[config.mk]
export PLATFORM = sky130hd
export DESIGN_NAME = addr_decode_remap
export DESIGN_NICKNAME = d
export VERILOG_FILES = /design/src/addr_map_pkg.sv /design/src/bank_match.sv /design/src/boot_capture.sv /design/src/addr_decode_remap.sv
export SDC_FILE = /design/constraint.sdc
export NUM_CORES = 1
export LEC_CHECK = 0
export BUFFER_PORTS_ARGS = -buffer_cell sky130_fd_sc_hd__buf_4
export CAP_MARGIN = 15
export CELL_PAD_IN_SITES_DETAIL_PLACEMENT = 2
export CELL_PAD_IN_SITES_GLOBAL_PLACEMENT = 2
export CORE_UTILIZATION = 25
export DETAILED_ROUTE_END_ITERATION = 7
export PLACE_DENSITY = 0.91
export SLEW_MARGIN = 20
export SYNTH_ARGS = -nofsm -noshare
export SYNTH_HDL_FRONTEND = slang
export SYNTH_SLANG_ARGS = --single-unit
export TNS_END_PERCENT = 1
[constraint.sdc]
create_clock -name ref_clk_i -period 3.84 [get_ports ref_clk_i]
set_clock_uncertainty 0.15 [all_clocks]
set_input_delay 0.192 -clock ref_clk_i [delete_from_list [all_inputs] [get_ports ref_clk_i]]
set_output_delay 0.192 -clock ref_clk_i [all_outputs]
set_load 0.005 [all_outputs]
[src/addr_map_pkg.sv]
// address map, external bank configuration and bus carriers for the memory controller
package addr_map_pkg;

	// ----------------------------------------------------------------
	// address map
	// ----------------------------------------------------------------
	localparam logic [31:0] EXT_LOW = 32'h0040_0000;
	localparam logic [31:0] EXT_HIGH = 32'hffc0_0000;
	localparam logic [31:0] VECTOR_TOP = 32'h0000_0020;
	localparam logic [31:0] ROM_BASE = 32'h0010_0000;
	localparam logic [31:0] ROM_SIZE = 32'h0002_0000;
	localparam logic [31:0] SRAM_SIZE = 32'h0000_2000;
	localparam logic [31:0] SRAM_BOOT_BASE = 32'h0030_0000;
	localparam logic [31:0] BOOT_ALIAS_TOP = 32'h0010_0000;
	localparam logic [31:0] NO_DATA = 32'h0000_0000;

	// ----------------------------------------------------------------
	// external bus unit
	// ----------------------------------------------------------------
	localparam int EXT_AW = 24;
	localparam int EXT_DW = 16;
	localparam int NUM_BANKS = 8;
	localparam int BANK_IDX_W = 3;
	localparam int BANK_BASE_LSB = 20;
	localparam logic [2:0] SIZE_CODE_MAX = 3'h4;
	localparam int BOOT_SAMPLE_CYCLES = 10;

	typedef enum logic [2:0] {
		RGN_MEM = 3'h1,
		RGN_EXT = 3'h2,
		RGN_PERIPH = 3'h4
	} region_e;

	typedef enum logic [2:0] {
		TGT_NONE = 3'h1,
		TGT_SRAM = 3'h2,
		TGT_ROM = 3'h4
	} mem_tgt_e;

	typedef enum logic [1:0] {
		ACC_BYTE = 2'h0,
		ACC_HALF = 2'h1,
		ACC_WORD = 2'h2
	} acc_size_e;

	typedef enum logic [3:0] {
		ST_IDLE = 4'h1,
		ST_SETUP = 4'h2,
		ST_ACCESS = 4'h4,
		ST_FLOAT = 4'h8
	} ext_state_e;

	// size_code: 0 = 1 MB, 1 = 2 MB ... 4 = 16 MB
	typedef struct packed {
		logic enable;
		logic [11:0] base;
		logic [2:0] size_code;
		logic [2:0] wait_states;
		logic [1:0] float_cycles;
		logic width16;
		logic byte_write;
		logic early_read;
	} bank_cfg_s;

	typedef struct packed {
		logic valid;
		logic write;
		acc_size_e size;
		logic [31:0] addr;
		logic [31:0] wdata;
	} core_req_s;

	typedef struct packed {
		logic ready;
		logic abort;
		logic [31:0] rdata;
	} core_rsp_s;

	typedef struct packed {
		logic [NUM_BANKS-1:0] cs_b;
		logic [EXT_AW-1:0] addr;
		logic rd_b;
		logic wr_lo_b;
		logic wr_hi_b;
		logic lb_b;
		logic ub_b;
		logic [EXT_DW-1:0] data;
		logic data_oe_b;
	} ext_pins_s;

	function automatic logic [11:0] bank_mask(input logic [2:0] code);
		logic [2:0] c;
		c = (code > SIZE_CODE_MAX) ? SIZE_CODE_MAX : code;
		return 12'((13'h1 << c) - 13'h1);
	endfunction

	function automatic logic [2:0] beat_count(input acc_size_e size, input logic width16);
		logic [2:0] bytes;
		bytes = 3'(3'h1 << size);
		if (!width16) begin
			return bytes;
		end
		return (bytes == 3'h1) ? 3'h1 : 3'(bytes >> 1);
	endfunction

endpackage

[src/bank_match.sv]
// chip-select bank matcher for the external window
module bank_match (
	input wire logic [31:0] addr_i,
	input wire addr_map_pkg::bank_cfg_s [addr_map_pkg::NUM_BANKS-1:0] cfg_i,
	output logic hit_o,
	output logic [addr_map_pkg::BANK_IDX_W-1:0] idx_o
);

	// lowest bank wins when software lets two banks overlap
	always_comb begin
		logic [11:0] mask;
		mask = '0;
		hit_o = 1'b0;
		idx_o = '0;
		for (int i = addr_map_pkg::NUM_BANKS - 1; i >= 0; i--) begin
			mask = addr_map_pkg::bank_mask(cfg_i[i].size_code);
			if (cfg_i[i].enable &&
				((addr_i[31:addr_map_pkg::BANK_BASE_LSB] & ~mask) == (cfg_i[i].base & ~mask))) begin
				hit_o = 1'b1;
				idx_o = addr_map_pkg::BANK_IDX_W'(i);
			end
		end
	end

endmodule

[src/boot_capture.sv]
// boot memory strap capture and external reset pin synchroniser
module boot_capture #(
	parameter int SAMPLES = addr_map_pkg::BOOT_SAMPLE_CYCLES,
	parameter logic BOOT_DEFAULT = 1'b1
) (
	input wire logic ref_clk_i,
	input wire logic rst_b_i,
	input wire logic external_reset_pin_b_i,
	input wire logic boot_select_pin_i,
	output logic boot_rom_o,
	output logic ext_reset_active_o
);

	logic rst_meta_ff;
	logic rst_sync_ff;
	logic rst_prev_ff;
	logic sel_meta_ff;
	logic sel_sync_ff;
	logic [SAMPLES-1:0] hist_ff;
	logic boot_rom_ff;

	always_ff @(posedge ref_clk_i) begin
		if (!rst_b_i) begin
			// idle level of the pin, so leaving reset is not taken as a pin release
			rst_meta_ff <= 1'b1;
			rst_sync_ff <= 1'b1;
			rst_prev_ff <= 1'b1;
			sel_meta_ff <= 1'b0;
			sel_sync_ff <= 1'b0;
		end else begin
			rst_meta_ff <= external_reset_pin_b_i;
			rst_sync_ff <= rst_meta_ff;
			rst_prev_ff <= rst_sync_ff;
			sel_meta_ff <= boot_select_pin_i;
			sel_sync_ff <= sel_meta_ff;
		end
	end

	// keep the last samples seen while the pin holds reset
	always_ff @(posedge ref_clk_i) begin
		if (!rst_b_i) begin
			hist_ff <= '0;
		end else if (!rst_sync_ff) begin
			hist_ff <= {hist_ff[SAMPLES-2:0], sel_sync_ff};
		end
	end

	always_ff @(posedge ref_clk_i) begin
		if (!rst_b_i) begin
			boot_rom_ff <= BOOT_DEFAULT;
		end else if (rst_sync_ff && !rst_prev_ff) begin
			// a level that moved inside the window falls back to the newest sample
			if (&hist_ff) begin
				boot_rom_ff <= 1'b1;
			end else if (~|hist_ff) begin
				boot_rom_ff <= 1'b0;
			end else begin
				boot_rom_ff <= hist_ff[0];
			end
		end
	end

	assign boot_rom_o = boot_rom_ff;
	assign ext_reset_active_o = !rst_sync_ff;

endmodule

[src/addr_decode_remap.sv]
// memory controller address decoder with vector remap, abort and external bus unit
module addr_decode_remap (
	input wire logic ref_clk_i,
	input wire logic rst_b_i,
	input wire logic external_reset_pin_b_i,
	input wire logic boot_select_pin_i,
	input wire logic remap_command_bit_i,
	input wire addr_map_pkg::bank_cfg_s [addr_map_pkg::NUM_BANKS-1:0] bank_cfg_i,
	input wire addr_map_pkg::core_req_s core_req_i,
	output addr_map_pkg::core_rsp_s core_rsp_o,
	input wire logic int_ready_i,
	input wire logic [31:0] int_rdata_i,
	output addr_map_pkg::region_e region_o,
	output addr_map_pkg::mem_tgt_e mem_target_o,
	output logic periph_sel_o,
	output logic [31:0] local_addr_o,
	input wire logic [addr_map_pkg::EXT_DW-1:0] ext_data_i,
	output addr_map_pkg::ext_pins_s ext_pins_o,
	output logic remap_done_o,
	output logic boot_rom_o
);

	// ----------------------------------------------------------------
	// declarations
	// ----------------------------------------------------------------
	addr_map_pkg::region_e region;
	addr_map_pkg::mem_tgt_e mem_tgt;
	addr_map_pkg::ext_state_e state_ff;
	addr_map_pkg::bank_cfg_s cfg_ff;
	addr_map_pkg::bank_cfg_s sel_cfg;
	addr_map_pkg::acc_size_e size_ff;
	logic [31:0] local_addr;
	logic boot_ext;
	logic boot_rom;
	logic ext_reset_active;
	logic remap_ff;
	logic bank_hit;
	logic [addr_map_pkg::BANK_IDX_W-1:0] hit_idx;
	logic [addr_map_pkg::BANK_IDX_W-1:0] sel_idx;
	logic [addr_map_pkg::BANK_IDX_W-1:0] bank_ff;
	logic ext_go;
	logic abort;
	logic start;
	logic beat_end;
	logic last_beat;
	logic done_ff;
	logic write_ff;
	logic [addr_map_pkg::EXT_AW-1:0] addr_ff;
	logic [31:0] wdata_ff;
	logic [31:0] rdata_ff;
	logic [2:0] beats_left_ff;
	logic [2:0] wait_cnt_ff;
	logic [1:0] float_cnt_ff;
	logic lo_used;
	logic hi_used;
	logic [7:0] wbyte;

	boot_capture u_boot (
		.ref_clk_i(ref_clk_i),
		.rst_b_i(rst_b_i),
		.external_reset_pin_b_i(external_reset_pin_b_i),
		.boot_select_pin_i(boot_select_pin_i),
		.boot_rom_o(boot_rom),
		.ext_reset_active_o(ext_reset_active)
	);

	bank_match u_match (
		.addr_i(core_req_i.addr),
		.cfg_i(bank_cfg_i),
		.hit_o(bank_hit),
		.idx_o(hit_idx)
	);

	// ----------------------------------------------------------------
	// remap state
	// ----------------------------------------------------------------
	// only a reset undoes remap
	always_ff @(posedge ref_clk_i) begin
		if (!rst_b_i || ext_reset_active) begin
			remap_ff <= 1'b0;
		end else if (remap_command_bit_i) begin
			remap_ff <= 1'b1;
		end
	end

	// ----------------------------------------------------------------
	// region and target decode
	// ----------------------------------------------------------------
	// three-way region split
	always_comb begin
		region = addr_map_pkg::RGN_MEM;
		if (core_req_i.addr >= addr_map_pkg::EXT_HIGH) begin
			region = addr_map_pkg::RGN_PERIPH;
		end else if (core_req_i.addr >= addr_map_pkg::EXT_LOW) begin
			region = addr_map_pkg::RGN_EXT;
		end
	end

	always_comb begin
		mem_tgt = addr_map_pkg::TGT_NONE;
		local_addr = core_req_i.addr;
		boot_ext = 1'b0;
		if (region == addr_map_pkg::RGN_MEM) begin
			if (remap_ff && core_req_i.addr < addr_map_pkg::SRAM_SIZE) begin
				mem_tgt = addr_map_pkg::TGT_SRAM;
			end else if (!remap_ff && core_req_i.addr < addr_map_pkg::BOOT_ALIAS_TOP) begin
				if (!boot_rom) begin
					boot_ext = 1'b1;
				end else if (core_req_i.addr < addr_map_pkg::ROM_SIZE) begin
					mem_tgt = addr_map_pkg::TGT_ROM;
				end
			end else if (core_req_i.addr >= addr_map_pkg::ROM_BASE &&
				core_req_i.addr < addr_map_pkg::ROM_BASE + addr_map_pkg::ROM_SIZE) begin
				mem_tgt = addr_map_pkg::TGT_ROM;
				local_addr = core_req_i.addr - addr_map_pkg::ROM_BASE;
			end else if (!remap_ff && core_req_i.addr >= addr_map_pkg::SRAM_BOOT_BASE &&
				core_req_i.addr < addr_map_pkg::SRAM_BOOT_BASE + addr_map_pkg::SRAM_SIZE) begin
				mem_tgt = addr_map_pkg::TGT_SRAM;
				local_addr = core_req_i.addr - addr_map_pkg::SRAM_BOOT_BASE;
			end
		end
	end

	// external boot goes to bank 0 regardless of its programmed base
	assign sel_idx = boot_ext ? '0 : hit_idx;
	assign sel_cfg = bank_cfg_i[sel_idx];
	assign ext_go = core_req_i.valid && ((region == addr_map_pkg::RGN_EXT && bank_hit) || boot_ext);
	assign abort = core_req_i.valid && region == addr_map_pkg::RGN_EXT && !bank_hit;
	assign start = ext_go && state_ff == addr_map_pkg::ST_IDLE && !done_ff;

	assign region_o = region;
	assign mem_target_o = core_req_i.valid ? mem_tgt : addr_map_pkg::TGT_NONE;
	assign periph_sel_o = core_req_i.valid && region == addr_map_pkg::RGN_PERIPH;
	assign local_addr_o = local_addr;
	assign remap_done_o = remap_ff;
	assign boot_rom_o = boot_rom;

	// ----------------------------------------------------------------
	// core answer
	// ----------------------------------------------------------------
	always_comb begin
		core_rsp_o.abort = abort;
		core_rsp_o.ready = 1'b0;
		core_rsp_o.rdata = rdata_ff;
		if (abort) begin
			core_rsp_o.ready = 1'b1;
		end else if (ext_go) begin
			core_rsp_o.ready = done_ff;
		end else if (core_req_i.valid) begin
			if (region == addr_map_pkg::RGN_MEM && mem_tgt == addr_map_pkg::TGT_NONE) begin
				core_rsp_o.ready = 1'b1;
				core_rsp_o.rdata = addr_map_pkg::NO_DATA;
			end else begin
				core_rsp_o.ready = int_ready_i;
				core_rsp_o.rdata = int_rdata_i;
			end
		end
	end

	// ----------------------------------------------------------------
	// external access sequencer
	// ----------------------------------------------------------------
	assign beat_end = state_ff == addr_map_pkg::ST_ACCESS && wait_cnt_ff == 3'h0;
	assign last_beat = beats_left_ff == 3'h1;

	always_ff @(posedge ref_clk_i) begin
		if (!rst_b_i) begin
			state_ff <= addr_map_pkg::ST_IDLE;
			cfg_ff <= '0;
			bank_ff <= '0;
			addr_ff <= '0;
			write_ff <= 1'b0;
			size_ff <= addr_map_pkg::ACC_BYTE;
			wdata_ff <= '0;
			beats_left_ff <= '0;
			wait_cnt_ff <= '0;
			float_cnt_ff <= '0;
		end else begin
			case (state_ff)
				addr_map_pkg::ST_IDLE: begin
					if (start) begin
						cfg_ff <= sel_cfg;
						bank_ff <= sel_idx;
						addr_ff <= core_req_i.addr[addr_map_pkg::EXT_AW-1:0];
						write_ff <= core_req_i.write;
						size_ff <= core_req_i.size;
						wdata_ff <= core_req_i.wdata;
						beats_left_ff <= addr_map_pkg::beat_count(core_req_i.size, sel_cfg.width16);
						wait_cnt_ff <= sel_cfg.wait_states;
						// early read adds a leading strobe cycle
						state_ff <= (sel_cfg.early_read && !core_req_i.write) ?
							addr_map_pkg::ST_SETUP : addr_map_pkg::ST_ACCESS;
					end
				end
				addr_map_pkg::ST_SETUP: begin
					state_ff <= addr_map_pkg::ST_ACCESS;
				end
				addr_map_pkg::ST_ACCESS: begin
					if (wait_cnt_ff != 3'h0) begin
						wait_cnt_ff <= wait_cnt_ff - 3'h1;
					end else if (last_beat) begin
						// float time before the next access
						float_cnt_ff <= cfg_ff.float_cycles;
						state_ff <= (cfg_ff.float_cycles != 2'h0) ?
							addr_map_pkg::ST_FLOAT : addr_map_pkg::ST_IDLE;
					end else begin
						beats_left_ff <= beats_left_ff - 3'h1;
						addr_ff <= addr_ff + (cfg_ff.width16 ? 24'h00_0002 : 24'h00_0001);
						wait_cnt_ff <= cfg_ff.wait_states;
						state_ff <= (cfg_ff.early_read && !write_ff) ?
							addr_map_pkg::ST_SETUP : addr_map_pkg::ST_ACCESS;
					end
				end
				addr_map_pkg::ST_FLOAT: begin
					float_cnt_ff <= float_cnt_ff - 2'h1;
					if (float_cnt_ff == 2'h1) begin
						state_ff <= addr_map_pkg::ST_IDLE;
					end
				end
				default: begin
					state_ff <= addr_map_pkg::ST_IDLE;
				end
			endcase
		end
	end

	// one-cycle completion; it also blocks a restart of the same request
	always_ff @(posedge ref_clk_i) begin
		if (!rst_b_i) begin
			done_ff <= 1'b0;
		end else begin
			done_ff <= beat_end && last_beat;
		end
	end

	// read bytes land in their own lanes
	always_ff @(posedge ref_clk_i) begin
		if (!rst_b_i) begin
			rdata_ff <= '0;
		end else if (start) begin
			rdata_ff <= '0;
		end else if (beat_end && !write_ff) begin
			for (int j = 0; j < 4; j++) begin
				if (cfg_ff.width16) begin
					if (j[1] == addr_ff[1] &&
						(size_ff != addr_map_pkg::ACC_BYTE || j[0] == addr_ff[0])) begin
						rdata_ff[8*j +: 8] <= ext_data_i[8*j[0] +: 8];
					end
				end else if (j[1:0] == addr_ff[1:0]) begin
					rdata_ff[8*j +: 8] <= ext_data_i[7:0];
				end
			end
		end
	end

	// ----------------------------------------------------------------
	// external pins, decoded from registered state
	// ----------------------------------------------------------------
	assign wbyte = wdata_ff[{addr_ff[1:0], 3'h0} +: 8];
	assign lo_used = !cfg_ff.width16 || size_ff != addr_map_pkg::ACC_BYTE || !addr_ff[0];
	assign hi_used = cfg_ff.width16 && (size_ff != addr_map_pkg::ACC_BYTE || addr_ff[0]);

	always_comb begin
		ext_pins_o.cs_b = '1;
		ext_pins_o.addr = addr_ff;
		ext_pins_o.rd_b = 1'b1;
		ext_pins_o.wr_lo_b = 1'b1;
		ext_pins_o.wr_hi_b = 1'b1;
		ext_pins_o.lb_b = 1'b1;
		ext_pins_o.ub_b = 1'b1;
		ext_pins_o.data_oe_b = 1'b1;
		if (cfg_ff.width16 && size_ff != addr_map_pkg::ACC_BYTE) begin
			ext_pins_o.data = wdata_ff[{addr_ff[1], 4'h0} +: 16];
		end else begin
			ext_pins_o.data = cfg_ff.width16 ? {wbyte, wbyte} : {8'h00, wbyte};
		end
		if (state_ff == addr_map_pkg::ST_SETUP || state_ff == addr_map_pkg::ST_ACCESS) begin
			ext_pins_o.cs_b[bank_ff] = 1'b0;
			// byte-select lanes for one wide device
			if (cfg_ff.width16 && !cfg_ff.byte_write) begin
				ext_pins_o.lb_b = !lo_used;
				ext_pins_o.ub_b = !hi_used;
			end
			if (write_ff) begin
				ext_pins_o.data_oe_b = 1'b0;
				// byte-write strobes for two narrow devices
				if (cfg_ff.width16 && cfg_ff.byte_write) begin
					ext_pins_o.wr_lo_b = !lo_used;
					ext_pins_o.wr_hi_b = !hi_used;
				end else begin
					ext_pins_o.wr_lo_b = 1'b0;
				end
			end else begin
				ext_pins_o.rd_b = 1'b0;
			end
		end
	end
endmodule

==> parameters.txt, run 1 <==
Parameter                              Value

Status
  Status    finished, final reports clean

Synthesis
  Commonest register cell after synthesis    dfxtp_1
  Most area-hungry cell type in the Yosys netlist    dfxtp_1
  Ranking of synthesized cells by area    dfxtp_1, nand2_1, xnor2_1, mux2i_1, a21oi_1
  Most frequently used cell type in the post-synthesis netlist    nand2_1
  Mapped Avg Cell Area    7.59 um^2
  Number of warnings printed during yosys synthesis    0
  Post-synth net total    1,555
  Area share of the leading cell type in the synthesized netlist    26.4%
  Synthesized instance count    1,229
  Mapped cell area    0.00932 mm^2
  Ranking of synthesized cells by instance count    nand2_1, dfxtp_1, a21oi_1
  Yosys reg bits    123
  Number of enable-type register cells in the synthesized netlist    0
  Synth cell types    82
  Sequential share of the synthesized area    26.4%
  Share of synthesized flip-flops with an asynchronous set or reset    0%

Power and ir drop
  Peak supply drop    302 uV
  Sequential group share of total power    32.8%
  Proportion of total power due to net switching    33.7%
  Leakage component of the power    5.73 nW
  Pint    0.00299 W
  Power per cell area    323 mW/mm^2
  Switching component of the power    0.00152 W
  Comb pwr share    31.4%
  Share of power burned in the clock network    35.8%

Critical path
  Cell family with most CP delay    buffers and inverters
  Maximum fanout encountered on the critical timing path    32
  Arrival time reported for the critical path endpoint    3.36 ns
  WP buf/inv    4
  Category of the critical setup timing path    in2out
  Delay of the slowest critical-path stage    0.55 ns
  Required time at the endpoint of the critical path    3.50 ns
  Slowest cell on crit path    dlygate4sd3_1
  CP cell instances    dlygate4sd3_1, buf_4, nor4b_1, nand3_1, o21ai_0, nand3_1, mux2i_1, a211o_1, buf_6, nand2_1, o21ai_0, buf_4
  Launching element type of the critical path    input pin
  Capturing element type of the critical path    primary output

Timing
  Post-route clock period utilization    96.4%
  Setup repair after global routing missed its margin    no
  Min cycle time layout    3.70 ns
  Final number of setup-violating endpoints    0
  Final total negative setup slack    0 ns
  Final hold vios    0
  Number of max-slew violations in the final report    0
  Worst relative slew slack    28.8%
  Pin slew with the least headroom to its limit    1.06 ns
  Maximum operating frequency    270 MHz

CTS
  Insertion delay to the later sink of the worst-skew pair    0.42 ns
  Clock-pin transition on the worst setup and hold timing paths    0.06 ns
  Clk sink count    123
  TritonCTS Buffers    17
  Clock tree from TritonCTS    yes
  Level count of the clock H-tree    4
  Buffer levels on the longest clock path    2
  Library cell used as clock root buffer    clkbuf_16
  Buffers inserted during post-CTS setup optimization    0

Final layout
  Net total in the final layout    1,986
  Number of inserted filler cells in the final layout    4,188
  Final instance area    0.0139 mm^2
  Ratio of cells with drive above 1 in the final layout    33.0%
  Synthesis-to-layout area growth    49.6%
  Final Core Density    38.0%

Placed design
  PortBufs    442
  Post-place instance area    0.0129 mm^2
  Routability congestion estimate from global placement    0.946
  HPWL after detailed placement    37,800 um

GRT
  Pin count of the biggest net entering global routing    69
  Initial antenna violation count    2
  First-pass GRT wire length    75,600 um
  Sum of overflow across all layers after global routing    0
  Total routing resource utilization after global routing    25.8%
  Number of global-route vias before repair    12.7k

Routing
  Number of DRC markers after the initial detailed-route iteration    454
  Total length of routed wires    49,800 um
  Vias per cell    5.20
  Number of DRC violations after detailed routing    0
  Post-DR wirelength/cell    23.2 um
  Antenna Nets Post-Route    0
  Routed vias    11.1k
  DRT Pass-1 Iters    4

Die
  Number of rows in the core area    70
  Effective utilization at floorplan    25.4%
  Overall die width    195 um
  Y dimension of the die    195 um
  Core area    0.0367 mm^2
  Die Area    0.0381 mm^2
  Number of primary I/O pins    443

Job
  # Max-Cap Violations    0

Worst hold path
  Worst Hold Class    in2reg
[power by group through the flow]
stage | logic, W | registers (W) | clock network [W]
5_1_grt | 0.00153 | 0.00149 | 0.00172
3_3_place_gp | 0.00130 | 0.00149 | 0
3_5_place_dp | 0.00136 | 0.00150 | 0
4_1_cts | 0.00141 | 0.00148 | 0.00165
2_1_floorplan | 0.000663 | 0.00147 | 0
6_report | 0.00142 | 0.00148 | 0.00162
[state kept, by name, summed over array words and instances, names as in the netlist, 2 cells and up]
signal	flops
rdata_ff	32
wdata_ff	32
addr_ff	24
cfg_ff	8
state_ff	4
bank_ff	3
beats_left_ff	3
wait_cnt_ff	3
float_cnt_ff	2
size_ff	2
[metrics by stage]
stage	hold WS (ns)	setup WS (ns)	total power, W	std cells
6_report	0.0206	0.140	0.00451	2142
5_1_grt	0.0205	0.00792	0.00474	2142
4_1_cts	0.00319	0.168	0.00454	2140
3_5_place_dp	0.239	0.104	0.00287	2060
3_3_place_gp	0.227	0.310	0.00279	2060
2_1_floorplan	0.115	0.580	0.00214	1229
[metal layers]
layer  up-vias  part of all wire [%]  wire, um  GRT usage (%)
li1       5181                     -         -              -
met1      5581                    40     20100           29.7
met2       301                    53     26400           48.4
met3        85                   3.4      1690           3.35
met4         0                   3.3      1640           9.45
met5         -                     0         0              0
[cell type report]
| type | instances | area (um^2) | share of cell area, % |
|---|---|---|---|
| Antenna cell | 2 | 5.00 | 0.0359 |
| Clock buffer | 20 | 467 | 3.35 |
| Clock inverter | 11 | 110 | 0.789 |
| Inverter | 19 | 71.3 | 0.511 |
| Multi-Input combinational cell | 981 | 6190 | 44.4 |
| Sequential cell | 123 | 2460 | 17.7 |
| Tap cell | 468 | 586 | 4.20 |
| Timing Repair Buffer | 518 | 4050 | 29.1 |
[cell usage in the layout, fill, tap and decap left out, drive strengths merged, types with 16 or more instances in the layout]
cell type / count
inv: 22
dfxtp: 123
xor2: 17
xnor2: 80
dlygate4sd3: 49
clkbuf: 20
mux4: 16
nor2b: 18
nor3: 25
a211oi: 41
a21oi: 102
and2: 16
nand2: 229
mux2i: 56
nand4: 21
o21ai: 76
nor4: 17
buf: 469
nor2: 97
nand3: 43
[path summary, 6_finish.rpt]
check,from,end,slack (ns),cells after the start
max reg2reg,addr_ff[1],addr_ff[22],0.37,11
max,core_req_i[32],core_rsp_o[19],0.14,12
min reg2reg,u_boot.rst_meta_ff,u_boot.rst_sync_ff,0.28,1
min,core_req_i[40],addr_ff[8],0.02,5
[cell families after synthesis]
kind of cell | share of synthesized area (%)
multiplexers | 10.3
buffers and inverters | 7.45
XOR/XNOR | 9.11
AO/OA/AOI/OAI | 19.1
adder cells (fa/ha/maj) | 1.69
AND/OR/NAND/NOR | 26.0
flip-flops | 26.4
[worst min-delay path: cells and delay by family]
family          cells  cell delay (ns)
simple gates        2             0.11
buf+inv             1             0.13
compound gates      2             0.11
[timing repair]
item / 4_1_cts / 5_1_grt
endpoints found under the setup margin: 0 / 1
hold buffers: 49 / 0
endpoints found under the hold margin: 63 / 0
resized for setup: 0 / 1
No activity file was read; power rests on OpenSTA's default activity.
==> run 2: changes to the inputs <==
PLACE_DENSITY = not set   (was 0.91)
PLACE_DENSITY_LB_ADDON = 0.1   (was not set)
==> parameters.txt, run 2 (synthesis gave the netlist of run 1 again) <==
Parameter                              Value

Critical path
  Arrival time reported for the critical path endpoint    3.15 ns (-0.21 ns)
  Capturing element type of the critical path    primary output
  Launching element type of the critical path    input pin
  Required time at the endpoint of the critical path    3.50 ns (about the same)
  Category of the critical setup timing path    in2out
  Maximum fanout encountered on the critical timing path    33 (+3.1%)

Power and ir drop
  Peak supply drop    239 uV (-21%)
  Leakage component of the power    5.79 nW (+0.98%)
  Power per cell area    328 mW/mm^2 (+1.5%)

Die
  Number of rows in the core area    70 (unchanged)
  Core area    0.0367 mm^2 (unchanged)
  Effective utilization at floorplan    25.4% (unchanged)
  Die Area    0.0381 mm^2 (unchanged)
  Number of primary I/O pins    443 (unchanged)
  Y dimension of the die    195 um (unchanged)
  Overall die width    195 um (unchanged)

Timing
  Worst relative slew slack    30.4% (+1.7 points)
  Final-layout worst hold slack    0.0233 ns (+0.00272 ns)
  Post-route clock period utilization    90.8% (-5.5 points)
  Final number of setup-violating endpoints    0 (unchanged)
  Setup repair after global routing missed its margin    no
  Min cycle time layout    3.49 ns (-0.213 ns)
  Pin slew with the least headroom to its limit    1.04 ns (-0.0170 ns)
  Final critical-path setup slack    0.353 ns (+0.213 ns)
  Final total negative setup slack    0 ns (unchanged)
  Number of max-slew violations in the final report    0 (unchanged)
  Maximum operating frequency    287 MHz (+6.1%)
  Final hold vios    0 (unchanged)

GRT
  First-pass GRT wire length    69,300 um (-8.3%)
  Pin count of the biggest net entering global routing    65 (-5.8%)
  Total routing resource utilization after global routing    23.3% (-2.5 points)
  Sum of overflow across all layers after global routing    0 (unchanged)
  Number of global-route vias before repair    11.9k (-5.8%)
  Initial antenna violation count    1 (-1)

Placed design
  HPWL after detailed placement    34,500 um (-8.8%)
  Worst setup timing slack at the placement stage    0.279 ns (+0.176 ns)
  PortBufs    442 (unchanged)
  Routability congestion estimate from global placement    0.842 (-11%)
  Post-place instance area    0.0129 mm^2 (about the same)

Final layout
  Final instance area    0.0140 mm^2 (+0.66%)
  Final Core Density    38.3% (+0.25 points)
  Registers with the most flip-flops    rdata_ff (32), wdata_ff (32), addr_ff (24)
  Synthesis-to-layout area growth    50.6%
  Ratio of cells with drive above 1 in the final layout    33.1% (+0.10 points)
  Highest-count cells in the layout ignoring fill and taps    buf_4, nand2_1, dfxtp_1
  Net total in the final layout    1,989 (+0.15%)
  Leading cell type in the layout, fill and taps excluded    buf_4

CTS
  Buffers inserted during post-CTS setup optimization    0 (unchanged)
  Buffer levels on the longest clock path    2 (unchanged)
  Insertion delay to the later sink of the worst-skew pair    0.42 ns (about the same)
  Library cell used as clock root buffer    clkbuf_16
  Clock tree from TritonCTS    yes
  Level count of the clock H-tree    4 (unchanged)
  Clock-pin transition on the worst setup and hold timing paths    0.06 ns (about the same)
  TritonCTS Buffers    17 (unchanged)
  Clk sink count    123 (unchanged)

Routing
  Routed vias    10.8k (-2.8%)
  Number of DRC violations after detailed routing    0 (unchanged)
  Vias per cell    5.05 (-3.0%)
  Number of DRC markers after the initial detailed-route iteration    375 (-17%)
  Post-DR wirelength/cell    20.9 um (-10%)
  Total length of routed wires    44,800 um (-10%)
  Antenna Nets Post-Route    0 (unchanged)
  DRT Pass-1 Iters    5 (+1)

Status
  Status    finished, final reports clean

Job
  # Max-Cap Violations    0 (unchanged)

Worst hold path
  Worst Hold Class    in2reg
[run 2: what timing repair did]
action	4_1_cts	5_1_grt
gates resized for setup	0	1
hold buffers	51	0
endpoints found under the setup margin	0	8
hold endpoints to repair	64	0
[run 2: layout make-up]
| type | instances | area, um^2 |
|---|---|---|
| Sequential cell | 123 | 2460 |
| Clock inverter | 14 | 209 |
| Timing Repair Buffer | 521 | 4080 |
| Fill cell | 4225 | 22700 |
| Clock buffer | 18 | 429 |
| Antenna cell | 1 | 2.50 |
| Multi-Input combinational cell | 981 | 6200 |
| Tap cell | 468 | 586 |
| Inverter | 19 | 71.3 |
[run 2: per-stage QoR]
step                      instances  power, W
after CTS                      2144   0.00468
after global routing           2145   0.00485
after global placement         2061   0.00279
final                          2145   0.00461
after detailed placement       2061   0.00281
after floorplan                1229   0.00214
[run 2: per-layer routing]
metal	global-route usage, %	vias to the layer above	routed length (um)
met3	5.79	49	2470
met2	43.2	290	23000
met5	0	-	0
met4	7.12	0	1020
met1	26.1	5303	18300
li1	-	5191	-
[run 2: worst paths after layout]
path,end,cells after the start,slack (ns),from
worst min-delay path,rdata_ff[8],3,0.02,ext_data_i[8]
worst max register to register,addr_ff[22],12,0.53,addr_ff[1]
worst max-delay path,core_rsp_o[15],12,0.35,core_req_i[41]
worst min register to register,u_boot.rst_sync_ff,1,0.26,u_boot.rst_meta_ff
[run 2: where the power goes]
group          internal, W  switching [W]  total (W)
clock network      0.00110       0.000690    0.00179
logic             0.000671       0.000663    0.00133
registers          0.00136       0.000121    0.00148
[run 2: critical path, stage by stage]
cell and delay (ns):
dlygate4sd3_1 0.55, buf_4 0.15, nor4_2 0.36, nand3_1 0.12, o21ai_0 0.19, nand3_1 0.19
mux2i_1 0.31, a211o_1 0.14, buf_4 0.34, nand2_1 0.09, o21ai_0 0.30, buf_4 0.18
==> run 3: changes to the inputs <==
PLACE_DENSITY = 0.86   (was not set)
PLACE_DENSITY_LB_ADDON = not set   (was 0.1)
==> parameters.txt, run 3 (synthesis gave the netlist of run 1 again) <==
Parameter                              Value

Routing
  Vias per cell    5.19 (+2.8%)
  Number of DRC markers after the initial detailed-route iteration    434 (+16%)
  DRT Pass-1 Iters    7 (+2)
  Total length of routed wires    47,400 um (+6.0%)
  Post-DR wirelength/cell    22.1 um (+6.1%)
  Antenna Nets Post-Route    0 (unchanged)
  Number of DRC violations after detailed routing    0 (unchanged)
  Routed vias    11.1k (+2.6%)

Final layout
  Final instance area    0.0140 mm^2 (-0.60%)
  Ratio of cells with drive above 1 in the final layout    33.0% (-0.14 points)
  Highest-count cells in the layout ignoring fill and taps    buf_4, nand2_1, dfxtp_1
  Registers with the most flip-flops    rdata_ff (32), wdata_ff (32), addr_ff (24)
  Net total in the final layout    1,985 (-0.20%)
  Synthesis-to-layout area growth    49.7%
  Leading cell type in the layout, fill and taps excluded    buf_4

Placed design
  HPWL after detailed placement    36,200 um (+5.1%)
  Post-place instance area    0.0129 mm^2 (-0.23%)
  Routability congestion estimate from global placement    0.890 (+5.7%)
  Worst setup timing slack at the placement stage    0.336 ns (+0.0574 ns)
  PortBufs    442 (unchanged)

Power and ir drop
  Switching component of the power    0.00150 W (+1.6%)
  Pint    0.00307 W (-2.1%)
  Share of power burned in the clock network    37.5% (-1.4 points)
  Peak supply drop    300 uV (+26%)
  Proportion of total power due to net switching    32.8% (+0.81 points)
  Comb pwr share    30.2% (+1.3 points)
  Sequential group share of total power    32.3% (+0.2 points)
  Leakage component of the power    5.74 nW (-0.83%)
  Power per cell area    327 mW/mm^2 (-0.31%)

Critical path
  Launching element type of the critical path    flip-flop
  Delay of the slowest critical-path stage    0.55 ns (about the same)
  WP buf/inv    1 (-3)
  Capturing element type of the critical path    flip-flop
  Slowest cell on crit path    fa_1
  Required time at the endpoint of the critical path    4.03 ns (+0.53 ns)
  Maximum fanout encountered on the critical timing path    6 (-82%)
  CP cell instances    clkinv_1, fa_1, nor2_1, and3_1, and3_1, nand2_1, nor4_1, nand3_1, o31ai_1, nand2_1, a21oi_1
  Arrival time reported for the critical path endpoint    3.60 ns (+0.45 ns)
  Category of the critical setup timing path    reg2reg
  Cell family with most CP delay    simple AND/OR/NAND/NOR gates

Die
  Core area    0.0367 mm^2 (unchanged)
  Die Area    0.0381 mm^2 (unchanged)
  Overall die width    195 um (unchanged)
  Effective utilization at floorplan    25.4% (unchanged)
  Y dimension of the die    195 um (unchanged)
  Number of primary I/O pins    443 (unchanged)
  Number of rows in the core area    70 (unchanged)

CTS
  Clk sink count    123 (unchanged)
  Clock tree from TritonCTS    yes
  Buffer levels on the longest clock path    2 (unchanged)
  Level count of the clock H-tree    4 (unchanged)
  TritonCTS Buffers    17 (unchanged)
  Clock-pin transition on the worst setup and hold timing paths    0.06 ns (about the same)
  Insertion delay to the later sink of the worst-skew pair    0.42 ns (about the same)
  Library cell used as clock root buffer    clkbuf_16
  Buffers inserted during post-CTS setup optimization    0 (unchanged)

Timing
  Final hold vios    0 (unchanged)
  Final number of setup-violating endpoints    0 (unchanged)
  Setup repair after global routing missed its margin    no
  Final critical-path setup slack    0.432 ns (+0.0789 ns)
  Final total negative setup slack    0 ns (unchanged)
  Post-route clock period utilization    88.8% (-2.1 points)
  Pin slew with the least headroom to its limit    1.08 ns (+0.0348 ns)
  Worst relative slew slack    27.6% (-2.9 points)
  Maximum operating frequency    293 MHz (+2.3%)
  Number of max-slew violations in the final report    0 (unchanged)
  Min cycle time layout    3.41 ns (-0.0789 ns)

GRT
  Total routing resource utilization after global routing    24.7% (+1.3 points)
  Initial antenna violation count    3 (+2)
  Sum of overflow across all layers after global routing    0 (unchanged)
  Number of global-route vias before repair    12.5k (+4.8%)
  First-pass GRT wire length    72,500 um (+4.5%)
  Pin count of the biggest net entering global routing    69 (+6.2%)

Job
  # Max-Cap Violations    0 (unchanged)

Status
  Status    finished, final reports clean

Worst hold path
  Worst Hold Class    in2reg
[run 3: path summary, 6_finish.rpt]
path	startpoint	endpoint	slack [ns]	cells after the start
setup / recovery	addr_ff[1]	addr_ff[22]	0.43	11
hold / removal	core_req_i[49]	addr_ff[17]	0.03	3
hold reg to reg	u_boot.rst_meta_ff	u_boot.rst_sync_ff	0.26	1
setup reg to reg	addr_ff[1]	addr_ff[22]	0.43	11
[run 3: final cells by class]
type / count / area, um^2
diodes: 3 / 7.51
clock buffers: 18 / 439
clock inverters: 13 / 166
fillers: 4245 / 22700
inverters: 19 / 71.3
multi-input cells: 981 / 6190
flip-flops and latches: 123 / 2460
well taps: 468 / 586
repair buffers: 517 / 4030
[run 3: what timing repair did]
action | 4_1_cts | 5_1_grt
hold buffers | 49 | 0
resized for setup | 0 | 0
endpoints found under the hold margin | 62 | 0
[run 3: routing by layer]
metal  GRT usage (%)  up-vias  wire [um]
met5               0        -          0
met4            11.0        0       1980
met3            4.39      106       1980
met2            44.7      319      24300
met1            28.1     5511      19200
li1                -     5183          -
[run 3: stage by stage]
step	util [%]	power (W)	hold WS (ns)	instances
4_1_cts	38.0	0.00460	0.00591	2139
3_3_place_gp	35.0	0.00277	0.230	2059
3_5_place_dp	35.0	0.00284	0.242	2059
6_report	38.0	0.00457	0.0289	2142
2_1_floorplan	-	0.00214	0.115	1229
5_1_grt	38.0	0.00478	0.0256	2142
[run 3: power groups by stage]
stage	sequential [W]	clock, W	combinational (W)
after global routing	0.00149	0.00180	0.00149
after CTS	0.00147	0.00174	0.00138
after detailed placement	0.00150	0	0.00133
after floorplan	0.00147	0	0.000663
after global placement	0.00149	0	0.00127
final	0.00148	0.00171	0.00138
[run 3: worst min-delay path: stages]
cell,delay (ns)
buf_4,0.13
a21oi_1,0.12
a2111oi_0,0.10
